[src/hdl/hstd_pkg.sv]
// Purpose: Constants shared by the async transfer descriptor engine
// Assumes: Descriptor held as four 32-bit words, one APB word each
// Notes:   Bit positions are relative to the containing 32-bit word
package hstd_pkg;

    // Register byte offsets of the descriptor words
    localparam logic [7:0] OFF_DW0 = 8'h00;
    localparam logic [7:0] OFF_DW1 = 8'h04;
    localparam logic [7:0] OFF_DW2 = 8'h08;
    localparam logic [7:0] OFF_DW3 = 8'h0C;

    // Word 0 fields
    localparam int DW0_VALID   = 0;
    localparam int DW0_REQ_LSB = 3;
    localparam int DW0_MPL_LSB = 18;
    localparam int DW0_EP0     = 31;
    // Word 1 fields
    localparam int DW1_EP_LSB  = 0;
    localparam int DW1_DEV_LSB = 3;
    localparam int DW1_TOK_LSB = 10;
    localparam int DW1_TYP_LSB = 12;
    localparam int DW1_SPLIT   = 14;
    // Word 2 fields
    localparam int DW2_BUF_LSB = 8;
    localparam int DW2_RL_LSB  = 25;
    // Word 3 fields
    localparam int DW3_DONE_LSB = 0;
    localparam int DW3_NAK_LSB  = 19;
    localparam int DW3_CERR_LSB = 23;
    localparam int DW3_ERR      = 28;
    localparam int DW3_HALT     = 30;
    localparam int DW3_ACT      = 31;

    // Value of every descriptor word after reset
    localparam logic [31:0] DW_RESET = 32'h0000_0000;

    // Buffer address translation: (cpu address - base) / 8
    localparam logic [17:0] BUF_CPU_BASE = 18'h0_0400;
    localparam int          BUF_SHIFT    = 3;

    // Token codes
    typedef enum logic [1:0] {
        TOK_OUT   = 2'b00,
        TOK_IN    = 2'b01,
        TOK_SETUP = 2'b10,
        TOK_PING  = 2'b11
    } hstd_token_t;

    // Transfer types served by this format
    localparam logic [1:0] TYPE_CONTROL = 2'b00;
    localparam logic [1:0] TYPE_BULK    = 2'b10;

    // Handshake results reported by the link engine
    typedef enum logic [1:0] {
        RES_ACK   = 2'b00,
        RES_NAK   = 2'b01,
        RES_ERR   = 2'b10,
        RES_STALL = 2'b11
    } hstd_result_t;

    typedef enum logic [1:0] {
        ST_IDLE  = 2'b00,
        ST_ISSUE = 2'b01,
        ST_WAIT  = 2'b10
    } hstd_state_t;

    // Whole state of the engine
    typedef struct packed {
        hstd_state_t fsm;
        logic [31:0] dw0;
        logic [31:0] dw1;
        logic [31:0] dw2;
        logic [31:0] dw3;
        logic [31:0] rdata;
    } hstd_regs_t;

endpackage : hstd_pkg

[src/hdl/hstd_apb_port.sv]
// Purpose: APB slave decode for the descriptor registers
// Assumes: APB3 signalling, 32-bit words, no byte strobes
// Notes:   Mapped writes wait while the engine runs; reads never wait
`timescale 1ns/1ps
module hstd_apb_port
    import hstd_pkg::*;
#(
    parameter int ADDR_W = 8
) (
    input  wire logic              i_psel,
    input  wire logic              i_penable,
    input  wire logic              i_pwrite,
    input  wire logic [ADDR_W-1:0] i_paddr,
    input  wire logic              i_idle,
    output logic                   o_pready,
    output logic                   o_pslverr,
    output logic                   o_setup,
    output logic                   o_wr_en,
    output logic [1:0]             o_index
);

    // Address must at least span the four words
    if (ADDR_W < 4) begin : g_chk
        $error("hstd_apb_port: ADDR_W below 4");
    end

    logic mapped;

    // Unmapped when any bit above the word index or a low bit is set
    assign mapped = (i_paddr[ADDR_W-1:4] == '0) && (i_paddr[1:0] == 2'h0);
    assign o_index = i_paddr[3:2];
    assign o_setup = i_psel && !i_penable;
    // Holding writes while busy avoids racing the hardware updates
    assign o_pready = !(i_pwrite && mapped) || i_idle;
    assign o_pslverr = i_psel && i_penable && !mapped;
    assign o_wr_en = i_psel && i_penable && i_pwrite && mapped && i_idle;

endmodule : hstd_apb_port

[src/hdl/hstd_engine.sv]
// Purpose: Executes one high-speed bulk/control transfer descriptor
// Assumes: Link engine reports one handshake per issued token
// Notes:   Descriptor words are APB registers at byte offsets 0..C
//
// Contract
// - Two-bit retry count; 00 means no retry, hardware decrements it
// - NAK count reaching zero with nonzero reload clears the valid bit
// - Every acknowledged transaction reloads the NAK count
// - Reload of zero means NAK count ignored, never invalidates
// - Hardware writes the bytes moved into the fifteen-bit done count
// - Payload start is buffer address: (cpu address - 400h) / 8
// - Split bit 0 runs plain high-speed, 1 runs split transaction
// - Transfer type 00 is control, 10 is bulk
// - Token field picks OUT, IN, SETUP or PING
// - PING code comes only from hardware, never from software
// - Each transaction goes to the seven-bit function number
// - Endpoint upper three bits here, lowest bit in word zero
// - Valid clears when the descriptor completes or fails fatally
// - Exhausted errors set the error flag, clear active and valid
//
// Local design decisions: the APB slave port and the register addresses.
`timescale 1ns/1ps
module hstd_engine
    import hstd_pkg::*;
#(
    parameter int ADDR_W = 8
) (
    input  wire logic              i_clock,
    input  wire logic              i_rst,
    input  wire logic              i_psel,
    input  wire logic              i_penable,
    input  wire logic              i_pwrite,
    input  wire logic [ADDR_W-1:0] i_paddr,
    input  wire logic [31:0]       i_pwdata,
    output logic [31:0]            o_prdata,
    output logic                   o_pready,
    output logic                   o_pslverr,
    output logic                   o_token_valid,
    input  wire logic              i_token_ready,
    output logic [1:0]             o_token_kind,
    output logic [6:0]             o_token_addr,
    output logic [3:0]             o_token_endp,
    output logic                   o_split,
    output logic [1:0]             o_xfer_type,
    output logic [15:0]            o_buf_addr,
    input  wire logic              i_result_valid,
    input  wire logic [1:0]        i_result_code,
    input  wire logic [14:0]       i_result_bytes
);

    hstd_regs_t r;
    hstd_regs_t next_r;
    logic       setup;
    logic       wr_en;
    logic [1:0] index;

    // Field views of the current descriptor
    logic [3:0]  nak;
    logic [3:0]  reload;
    logic [1:0]  cerr;
    logic [1:0]  token;
    logic [1:0]  xtype;
    logic [14:0] done;
    logic [14:0] req;
    logic [10:0] mpl;
    logic        valid;
    logic        active;

    assign nak    = r.dw3[DW3_NAK_LSB +: 4];
    assign reload = r.dw2[DW2_RL_LSB +: 4];
    assign cerr   = r.dw3[DW3_CERR_LSB +: 2];
    assign token  = r.dw1[DW1_TOK_LSB +: 2];
    assign xtype  = r.dw1[DW1_TYP_LSB +: 2];
    assign done   = r.dw3[DW3_DONE_LSB +: 15];
    assign req    = r.dw0[DW0_REQ_LSB +: 15];
    assign mpl    = r.dw0[DW0_MPL_LSB +: 11];
    assign valid  = r.dw0[DW0_VALID];
    assign active = r.dw3[DW3_ACT];

    // Word select, used by the read capture
    function automatic logic [31:0] pick(input hstd_regs_t s,
                                         input logic [1:0] i);
        case (i)
            2'h0:    pick = s.dw0;
            2'h1:    pick = s.dw1;
            2'h2:    pick = s.dw2;
            default: pick = s.dw3;
        endcase
    endfunction : pick

    // Byte total saturates rather than wrapping past the field
    function automatic logic [14:0] add_sat(input logic [14:0] a,
                                            input logic [14:0] b);
        logic [15:0] s;
        s = {1'b0, a} + {1'b0, b};
        add_sat = s[15] ? 15'h7FFF : s[14:0];
    endfunction : add_sat

    hstd_apb_port #(
        .ADDR_W    (ADDR_W)
    ) u_port (
        .i_psel    (i_psel),
        .i_penable (i_penable),
        .i_pwrite  (i_pwrite),
        .i_paddr   (i_paddr),
        .i_idle    (r.fsm == ST_IDLE),
        .o_pready  (o_pready),
        .o_pslverr (o_pslverr),
        .o_setup   (setup),
        .o_wr_en   (wr_en),
        .o_index   (index)
    );

    // Next-state logic of the whole engine
    always_comb begin
        logic [14:0] sum;
        logic        fin;
        sum = add_sat(done, i_result_bytes);
        fin = 1'b0;
        next_r = r;
        // Read data captured in the setup phase, stable in access
        if (setup) begin
            next_r.rdata = pick(r, index);
        end
        case (r.fsm)
            ST_IDLE: begin
                if (wr_en) begin
                    case (index)
                        2'h0: next_r.dw0 = i_pwdata;
                        2'h1: begin
                            next_r.dw1 = i_pwdata;
                            // Software PING code falls back to OUT
                            if (i_pwdata[DW1_TOK_LSB +: 2] == TOK_PING) begin
                                next_r.dw1[DW1_TOK_LSB +: 2] = TOK_OUT;
                            end
                        end
                        2'h2: next_r.dw2 = i_pwdata;
                        default: next_r.dw3 = i_pwdata;
                    endcase
                end else if (valid && active) begin
                    // Only control and bulk run in this format
                    if (xtype == TYPE_CONTROL || xtype == TYPE_BULK) begin
                        next_r.fsm = ST_ISSUE;
                    end else begin
                        next_r.dw3[DW3_ERR] = 1'b1;
                        next_r.dw3[DW3_ACT] = 1'b0;
                        next_r.dw0[DW0_VALID] = 1'b0;
                    end
                end
            end
            ST_ISSUE: begin
                if (i_token_ready) begin
                    next_r.fsm = ST_WAIT;
                end
            end
            ST_WAIT: begin
                if (i_result_valid) begin
                    next_r.fsm = ST_IDLE;
                    case (i_result_code)
                        RES_ACK: begin
                            next_r.dw3[DW3_NAK_LSB +: 4] = reload;
                            if (token == TOK_PING) begin
                                // Endpoint has room again: resume data
                                next_r.dw1[DW1_TOK_LSB +: 2] = TOK_OUT;
                            end else begin
                                next_r.dw3[DW3_DONE_LSB +: 15] = sum;
                                // Short IN packet also ends the transfer
                                fin = (sum >= req) || (token == TOK_IN &&
                                      {4'h0, i_result_bytes} < {4'h0, mpl});
                            end
                        end
                        RES_NAK: begin
                            // Zero reload leaves the count alone
                            if (reload != 4'h0) begin
                                if (nak <= 4'h1) begin
                                    next_r.dw3[DW3_NAK_LSB +: 4] = 4'h0;
                                    next_r.dw0[DW0_VALID] = 1'b0;
                                end else begin
                                    next_r.dw3[DW3_NAK_LSB +: 4] =
                                        nak - 4'h1;
                                end
                            end
                            // Plain high-speed OUT probes with PING next
                            if (token == TOK_OUT && !r.dw1[DW1_SPLIT]) begin
                                next_r.dw1[DW1_TOK_LSB +: 2] = TOK_PING;
                            end
                        end
                        RES_ERR: begin
                            if (cerr != 2'h0) begin
                                next_r.dw3[DW3_CERR_LSB +: 2] =
                                    cerr - 2'h1;
                            end else begin
                                next_r.dw3[DW3_ERR] = 1'b1;
                                fin = 1'b1;
                            end
                        end
                        default: begin
                            next_r.dw3[DW3_HALT] = 1'b1;
                            fin = 1'b1;
                        end
                    endcase
                    if (fin) begin
                        next_r.dw0[DW0_VALID] = 1'b0;
                        next_r.dw3[DW3_ACT] = 1'b0;
                    end
                end
            end
            default: next_r.fsm = ST_IDLE;
        endcase
    end

    // State register
    always_ff @(posedge i_clock) begin
        if (i_rst) begin
            r.fsm   <= ST_IDLE;
            r.dw0   <= DW_RESET;
            r.dw1   <= DW_RESET;
            r.dw2   <= DW_RESET;
            r.dw3   <= DW_RESET;
            r.rdata <= DW_RESET;
        end else begin
            r <= next_r;
        end
    end

    // Token request toward the link, straight from the descriptor
    assign o_prdata      = r.rdata;
    assign o_token_valid = (r.fsm == ST_ISSUE);
    assign o_token_kind  = token;
    assign o_token_addr  = r.dw1[DW1_DEV_LSB +: 7];
    assign o_token_endp  = {r.dw1[DW1_EP_LSB +: 3], r.dw0[DW0_EP0]};
    assign o_split       = r.dw1[DW1_SPLIT];
    assign o_xfer_type   = xtype;
    // Already a buffer word address; no cpu translation here
    assign o_buf_addr    = r.dw2[DW2_BUF_LSB +: 16];

    logic res_now;
    assign res_now = (r.fsm == ST_WAIT) && i_result_valid;

    // Launch condition as the idle state sees it
    logic launch_seen;
    assign launch_seen = (r.fsm == ST_IDLE) && !wr_en && valid && active;
endmodule : hstd_engine

[config.mk]
export PLATFORM = sky130hd
export DESIGN_NAME = hstd_engine
export DESIGN_NICKNAME = d
export VERILOG_FILES = /design/src/hdl/hstd_pkg.sv /design/src/hdl/hstd_apb_port.sv /design/src/hdl/hstd_engine.sv
export SDC_FILE = /design/constraint.sdc
export NUM_CORES = 1
export LEC_CHECK = 0
export ABC_AREA = 1
export BUFFER_PORTS_ARGS = -buffer_cell sky130_fd_sc_hd__buf_2
export CAP_MARGIN = 20
export CORE_MARGIN = 3
export CORE_UTILIZATION = 58
export DETAILED_ROUTE_END_ITERATION = 10
export PLACE_DENSITY_LB_ADDON = 0.25
export SYNTH_ARGS = -nofsm -noshare
export SYNTH_HDL_FRONTEND = slang
export SYNTH_SLANG_ARGS = --single-unit
[constraint.sdc]
create_clock -name i_clock -period 6.1 [get_ports i_clock]
set_clock_uncertainty 0.05 [all_clocks]
set_input_delay 0.915 -clock i_clock [delete_from_list [all_inputs] [get_ports i_clock]]
set_output_delay 0.915 -clock i_clock [all_outputs]
set_load 0.01 [all_outputs]
# Word level (Yosys, flattened, before mapping)
# Index checks and enable logic that the tools add are counted.
# totals
regBits,162
latchBits,0
mem_bits_rw,0
mem_bits_ro,0
input_bits,64
out_inout_bits,67
wordCells,158
n_memories,0
# op_classes
n_addsub,3
multipliers,0
div,0
n_lt_le_gt_ge,3
n_eq_ne,36
shifts,0
n_mux,58
n_bitwise,1
reduce_logical,43
# ops
operator,count
$pmux 32 s3,1
$mux 32,2
$mux 15,4
$mux 44,1
$pmux 15 s2,1
$ne 3x3->1 const B,9
$mux 2,13
$mux 25,1
$ne 2x2->1 const B,12
$reduce_and 6->1,4
$mux 1,22
$add 15x15->16,1
$ge 15x15->1,1
$lt 15x11->1,1
$reduce_and 7->1,2
$eq 2x2->1 const B,6
$logic_not 2->1,6
$mux 12,1
$pmux 2 s2,3
$pmux 6 s2,1
$reduce_and 3->1,4
$logic_and 1x1->1,11
$reduce_and 5->1,2
$eq 2x1->1 const B,4
20 further kinds,31

# Logic depth before layout (Yosys ltp)
# depth
word_depth,11
depth_mapped,23

# Cells and area by module
# Synthesis repeated with hierarchy kept, for this count alone.
# hier_totals
hier_cells,1213
area_unflattened_um2,8847.2
# modules_own_cells
mod,n_inst,cells_per_inst,area_per_inst_um2,seq_area_each_um2
hstd_engine,1,1196,8769.7,3243.1
hstd_apb_port,1,17,77.6,0.0

# Worst setup path before layout
# OpenSTA, ideal clock, no wires.
# synth_timing
path_kind,in2reg
start,in i_result_bytes[0]
end,reg r[128] (netlist bit)
setup_time_ns,0.115
arrival_ns,3.376
path_slack_ns,2.559
stages,19
n_path_buf,0
path_cell_list,ha_1 fa_1 nand3_1 nand2_1 nand3_1 nand2_1 xor2_1 or2_2 ha_1 nand2_1 inv_1 a21oi_1 nand2_1 a21oi_1 nand3_1 nand2_1 nand3_1 a21oi_1 nor2_1
# synth_between
elab_chain_len,11
# synth_rtl
element,line,source
from (decl),hstd_engine.sv:48,input wire logic [14:0] i_result_bytes
$add 15x15->16,hstd_engine.sv:95,"s = {1'b0, a} + {1'b0, b};"
$mux 15,hstd_engine.sv:96,add_sat = s[15] ? 15'h7FFF : s[14:0];
$ge 15x15->1,hstd_engine.sv:168,fin = (sum >= req) || (token == TOK_IN &&
$logic_or 1x1->1 *,hstd_engine.sv:168,
$mux 1 *,hstd_engine.sv:162,if (token == TOK_PING) begin
$pmux 1 s3 *,hstd_engine.sv:159,case (i_result_code)
$mux 1 *,hstd_engine.sv:157,if (i_result_valid) begin
$mux 1 *,hstd_engine.sv:125,case (r.fsm)
$mux 1,hstd_engine.sv:202,if (fin) begin
$mux 1,hstd_engine.sv:157,
$pmux 1 s2,hstd_engine.sv:125,
to (signal assigned),hstd_engine.sv:222,r <= next_r;
to (decl),hstd_engine.sv:51,hstd_regs_t r;
# Mark *: on every way between the ends. The rest lies on a longest branch, timed or not. The select of a mux whose other input is x is not followed.
# A chain may end at the register's enable or synchronous reset.

# Worst setup path after layout
# layout_timing
start,in i_result_bytes[0]
end,reg r (netlist bit active)
# layout_between
elab_chain_len,10
# layout_rtl
element,line
$add 15x15->16,hstd_engine.sv:95
$mux 15,hstd_engine.sv:96
$ge 15x15->1,hstd_engine.sv:168
$logic_or 1x1->1 *,hstd_engine.sv:168
$mux 1 *,hstd_engine.sv:162
$pmux 1 s3 *,hstd_engine.sv:159
$mux 1 *,hstd_engine.sv:157
$mux 1 *,hstd_engine.sv:125
$ne 2x2->1 (no line) *,-
$reduce_and 6->1 (no line) *,-
# Marks and branches as above.

==> flow_summary_export.csv <==
group,metric,value,unit
floorplan,die_w,130,µm
critical_path,cp_cell_sequence,"buf_2 -> ha_1 -> fa_1 -> nand3_1 -> nand2_1 -> nand3_1 -> nand2_1 -> xor2_1 -> or2_2 -> ha_1 -> nand2_1 -> inv_1 -> a21oi_1 -> nand2_1 -> a21oi_1 -> nand3_1 -> nand2_1 -> nand2_1 -> a21oi_1 -> nor2_1",
timing,slew_viol_final,0,
critical_path,critPathArrivalTime,3.97,ns
clocking,clkSlewWorstSetupHoldPaths,0.07,ns
finish,finalNetCount,1428,
logic_synthesis,synthArstFlopShare,0,%
logic_synthesis,synthFlopType,"dfxtp_1",
clocking,ctsHoldBuffers,0,
route,drc,0,
global_routing,grt_antenna_before_repair,0,
clocking,post_cts_buffers,0,
logic_synthesis,synth_warnings,0,
clocking,cts_tree,"built",
timing,setup_viol,0,
logic_synthesis,netlist_area,8960,µm²
power,vdd_ir_drop_max,0.206,mV
route,drt_iter0_drc,908,
logic_synthesis,synthCells,1286,
logic_synthesis,ys_seq_elements,162,
logic_synthesis,synth_common_cells,"nand2_1, a21oi_1, dfxtp_1, o21ai_0, inv_1",
critical_path,endpoint_kind,"flip-flop",
clocking,clkSinkCount,162,
place,gp_congestion,1.01,
critical_path,crit_type,"in -> reg",
route,antenna_left,0,
floorplan,core,14800,µm²
logic_synthesis,synth_nets,1394,
logic_synthesis,synth_top_area_share,36.2,%
route,wire_per_inst,18.0,µm
critical_path,start_kind,"primary input",
finish,final_util,66.3,%
clocking,ctsLongestPathBuffers,2,
clocking,numCtsBuffers,17,
power,finalPower,2380,µW
critical_path,path_buf_inv,2,
power,power.density,243,nW/µm²
route,routed_via_density,5.84,
floorplan,dieArea,17000,µm²
timing,fin_tns_setup,0,ns
timing,tightestPinTransition,0.965,ns
critical_path,worstPathMaxFanout,4,
timing,relSlewSlack,35.6,%
logic_synthesis,ys_seq_area_share,36.2,%
timing,timing.fmax,271,MHz
run,maxCapViolations,0,
global_routing,groute.usage.overall,32.3,%
global_routing,grt_pass1_wl,42600,µm
global_routing,overflow,0,
floorplan,top_level_ports,131,
timing,hold_viol_final,0,
place,port_buffers,130,
logic_synthesis,synthTopCellsByArea,"dfxtp_1, a21oi_1, nand2_1",
critical_path,crit_slowest_cell,"fa_1",
route,vias,8853,
route,wl,27300,µm
timing,rsz0062_at_grt,"false",
floorplan,initial_core_util,60.5,%
finish,drive_above_1_share,14.6,%
logic_synthesis,synth-edff-count,0,
critical_path,worstPathRequired,6.38,ns
finish,area_growth_syn_to_layout,9.57,%
timing,period_needed,3.69,ns
logic_synthesis,avgSynthCellArea,6.97,µm²
floorplan,die_y,130,µm
critical_path,critical_path.top_delay_family,"simple AND/OR/NAND/NOR gates",
clocking,clock_latency,0.43,ns
global_routing,grt_max_degree,79,
global_routing,top_usage_layer,"met2",
finish,diodes,0,
floorplan,rows,44,
hold_path,min_path_type,"reg -> reg",
global_routing,grt_pass1_vias,7900,
clocking,cts.htree.levels,4,
logic_synthesis,synth_cell_types,41,
timing,finalCritPeriodShare,60.5,%
global_routing,use_met3,6.39,%
logic_synthesis,synth_top_area_cell,"dfxtp_1",
logic_synthesis,yosysMostFrequentCell,"nand2_1",
clocking,cts_root_buf,"clkbuf_16",
timing,whs,0.400,ns
critical_path,cp_common_cell,"nand2_1",
route,drt_pass1_iterations,6,
global_routing,grtUsageMet2,52.6,%
place,dp_hpwl,19400,µm
critical_path,crit_path_max_incr_delay,0.45,ns
global_routing,use_met1,42.8,%
power,p_leak,0.00429,µW
outcome,status,"complete, no violations",
clocking,cts_resized,0,
-- registers in the layout, indices dropped and copies added (netlist names) --
name / count
nak: 4
o_token_endp: 4
o_split: 1
mpl: 11
done: 15
o_token_addr: 7
r: 65
o_xfer_type: 2
o_prdata: 32
o_token_kind: 2
cerr: 2
active: 1
o_buf_addr: 16
-- area by class of cell --
cell class	count	area, µm²
inverters	144	541
fillers	1315	4990
well taps	184	230
clock buffers	20	447
multi-input cells	853	4450
clock inverters	12	146
flip-flops and latches	162	3240
repair buffers	142	761
-- layer usage --
layer	vias to the layer above	wire length, µm
met5	-	0
met4	0	768
met3	58	2340
met2	450	12900
met1	4052	11300
li1	4293	-
-- final timing paths --
check | startpoint | end | slack, ns | cells after the start
setup / recovery | i_result_bytes[0] | active | 2.41 | 20
hold / removal | r[68] | r[68] | 0.40 | 2
setup reg to reg | done[0] | active | 2.63 | 19
hold reg to reg | r[68] | r[68] | 0.40 | 2
-- worst reg2reg max path, cell delays in order (launching register included) --
cell and delay [ns]:
dfxtp_1 0.36, ha_1 0.25, fa_1 0.45, nand3_1 0.11
nand2_1 0.13, nand3_1 0.11, nand2_1 0.12, xor2_1 0.17
or2_2 0.30, ha_1 0.30, nand2_1 0.10, inv_1 0.06
a21oi_1 0.15, nand2_1 0.08, a21oi_1 0.12, nand3_1 0.12
nand2_1 0.09, nand2_1 0.07, a21oi_1 0.16, nor2_1 0.06
-- kinds of logic after synthesis --
| logic type | Yosys count | share of synthesized area [%] |
|---|---|---|
| simple gates | 418 | 19.5 |
| compound gates | 385 | 23.2 |
| buf+inv | 271 | 14.3 |
| flops | 162 | 36.2 |
| fa+ha+maj | 44 | 6.23 |
| xor+xnor | 6 | 0.587 |
-- per-stage QoR --
step / worst slack [ns] / instance area (µm²) / cells
CTS: 2.45 / 9790 / 1516
finish: 2.41 / 9810 / 1517
global route: 2.15 / 9810 / 1517
global placement: 1.99 / 9190 / 1484
floorplan: 2.56 / 8960 / 1286
detailed placement: 2.02 / 9190 / 1484
-- report_power, final --
group / switching (µW) / leakage, µW / internal, µW / total [µW]
registers: 11.0 / 0.00131 / 1070 / 1080
clock network: 457 / 0.000286 / 624 / 1080
logic: 146 / 0.00269 / 71.2 / 217
-- layout by cell type (no fill, tap or decap), types with 2 or more instances in the layout --
master	instances
nor3_1	4
o211ai_1	4
a21oi_1	179
nand2_2	3
nand2_1	203
clkinvlp_4	2
a221oi_1	11
or2_2	7
clkbuf_16	17
o22ai_1	10
dfxtp_1	162
bufinv_16	2
buf_2	130
nor2_4	2
nand4_1	10
nand3_1	53
inv_8	2
o21ai_0	142
inv_6	4
clkbuf_1	2
buf_4	11
nor2_2	3
xor2_1	4
ha_1	43
xnor2_1	2
inv_2	3
clkinv_1	2
a21o_1	4
o221ai_1	11
nor2_1	126
inv_1	139
a31oi_1	20
Note: power is estimated with default switching activity, not from simulation.
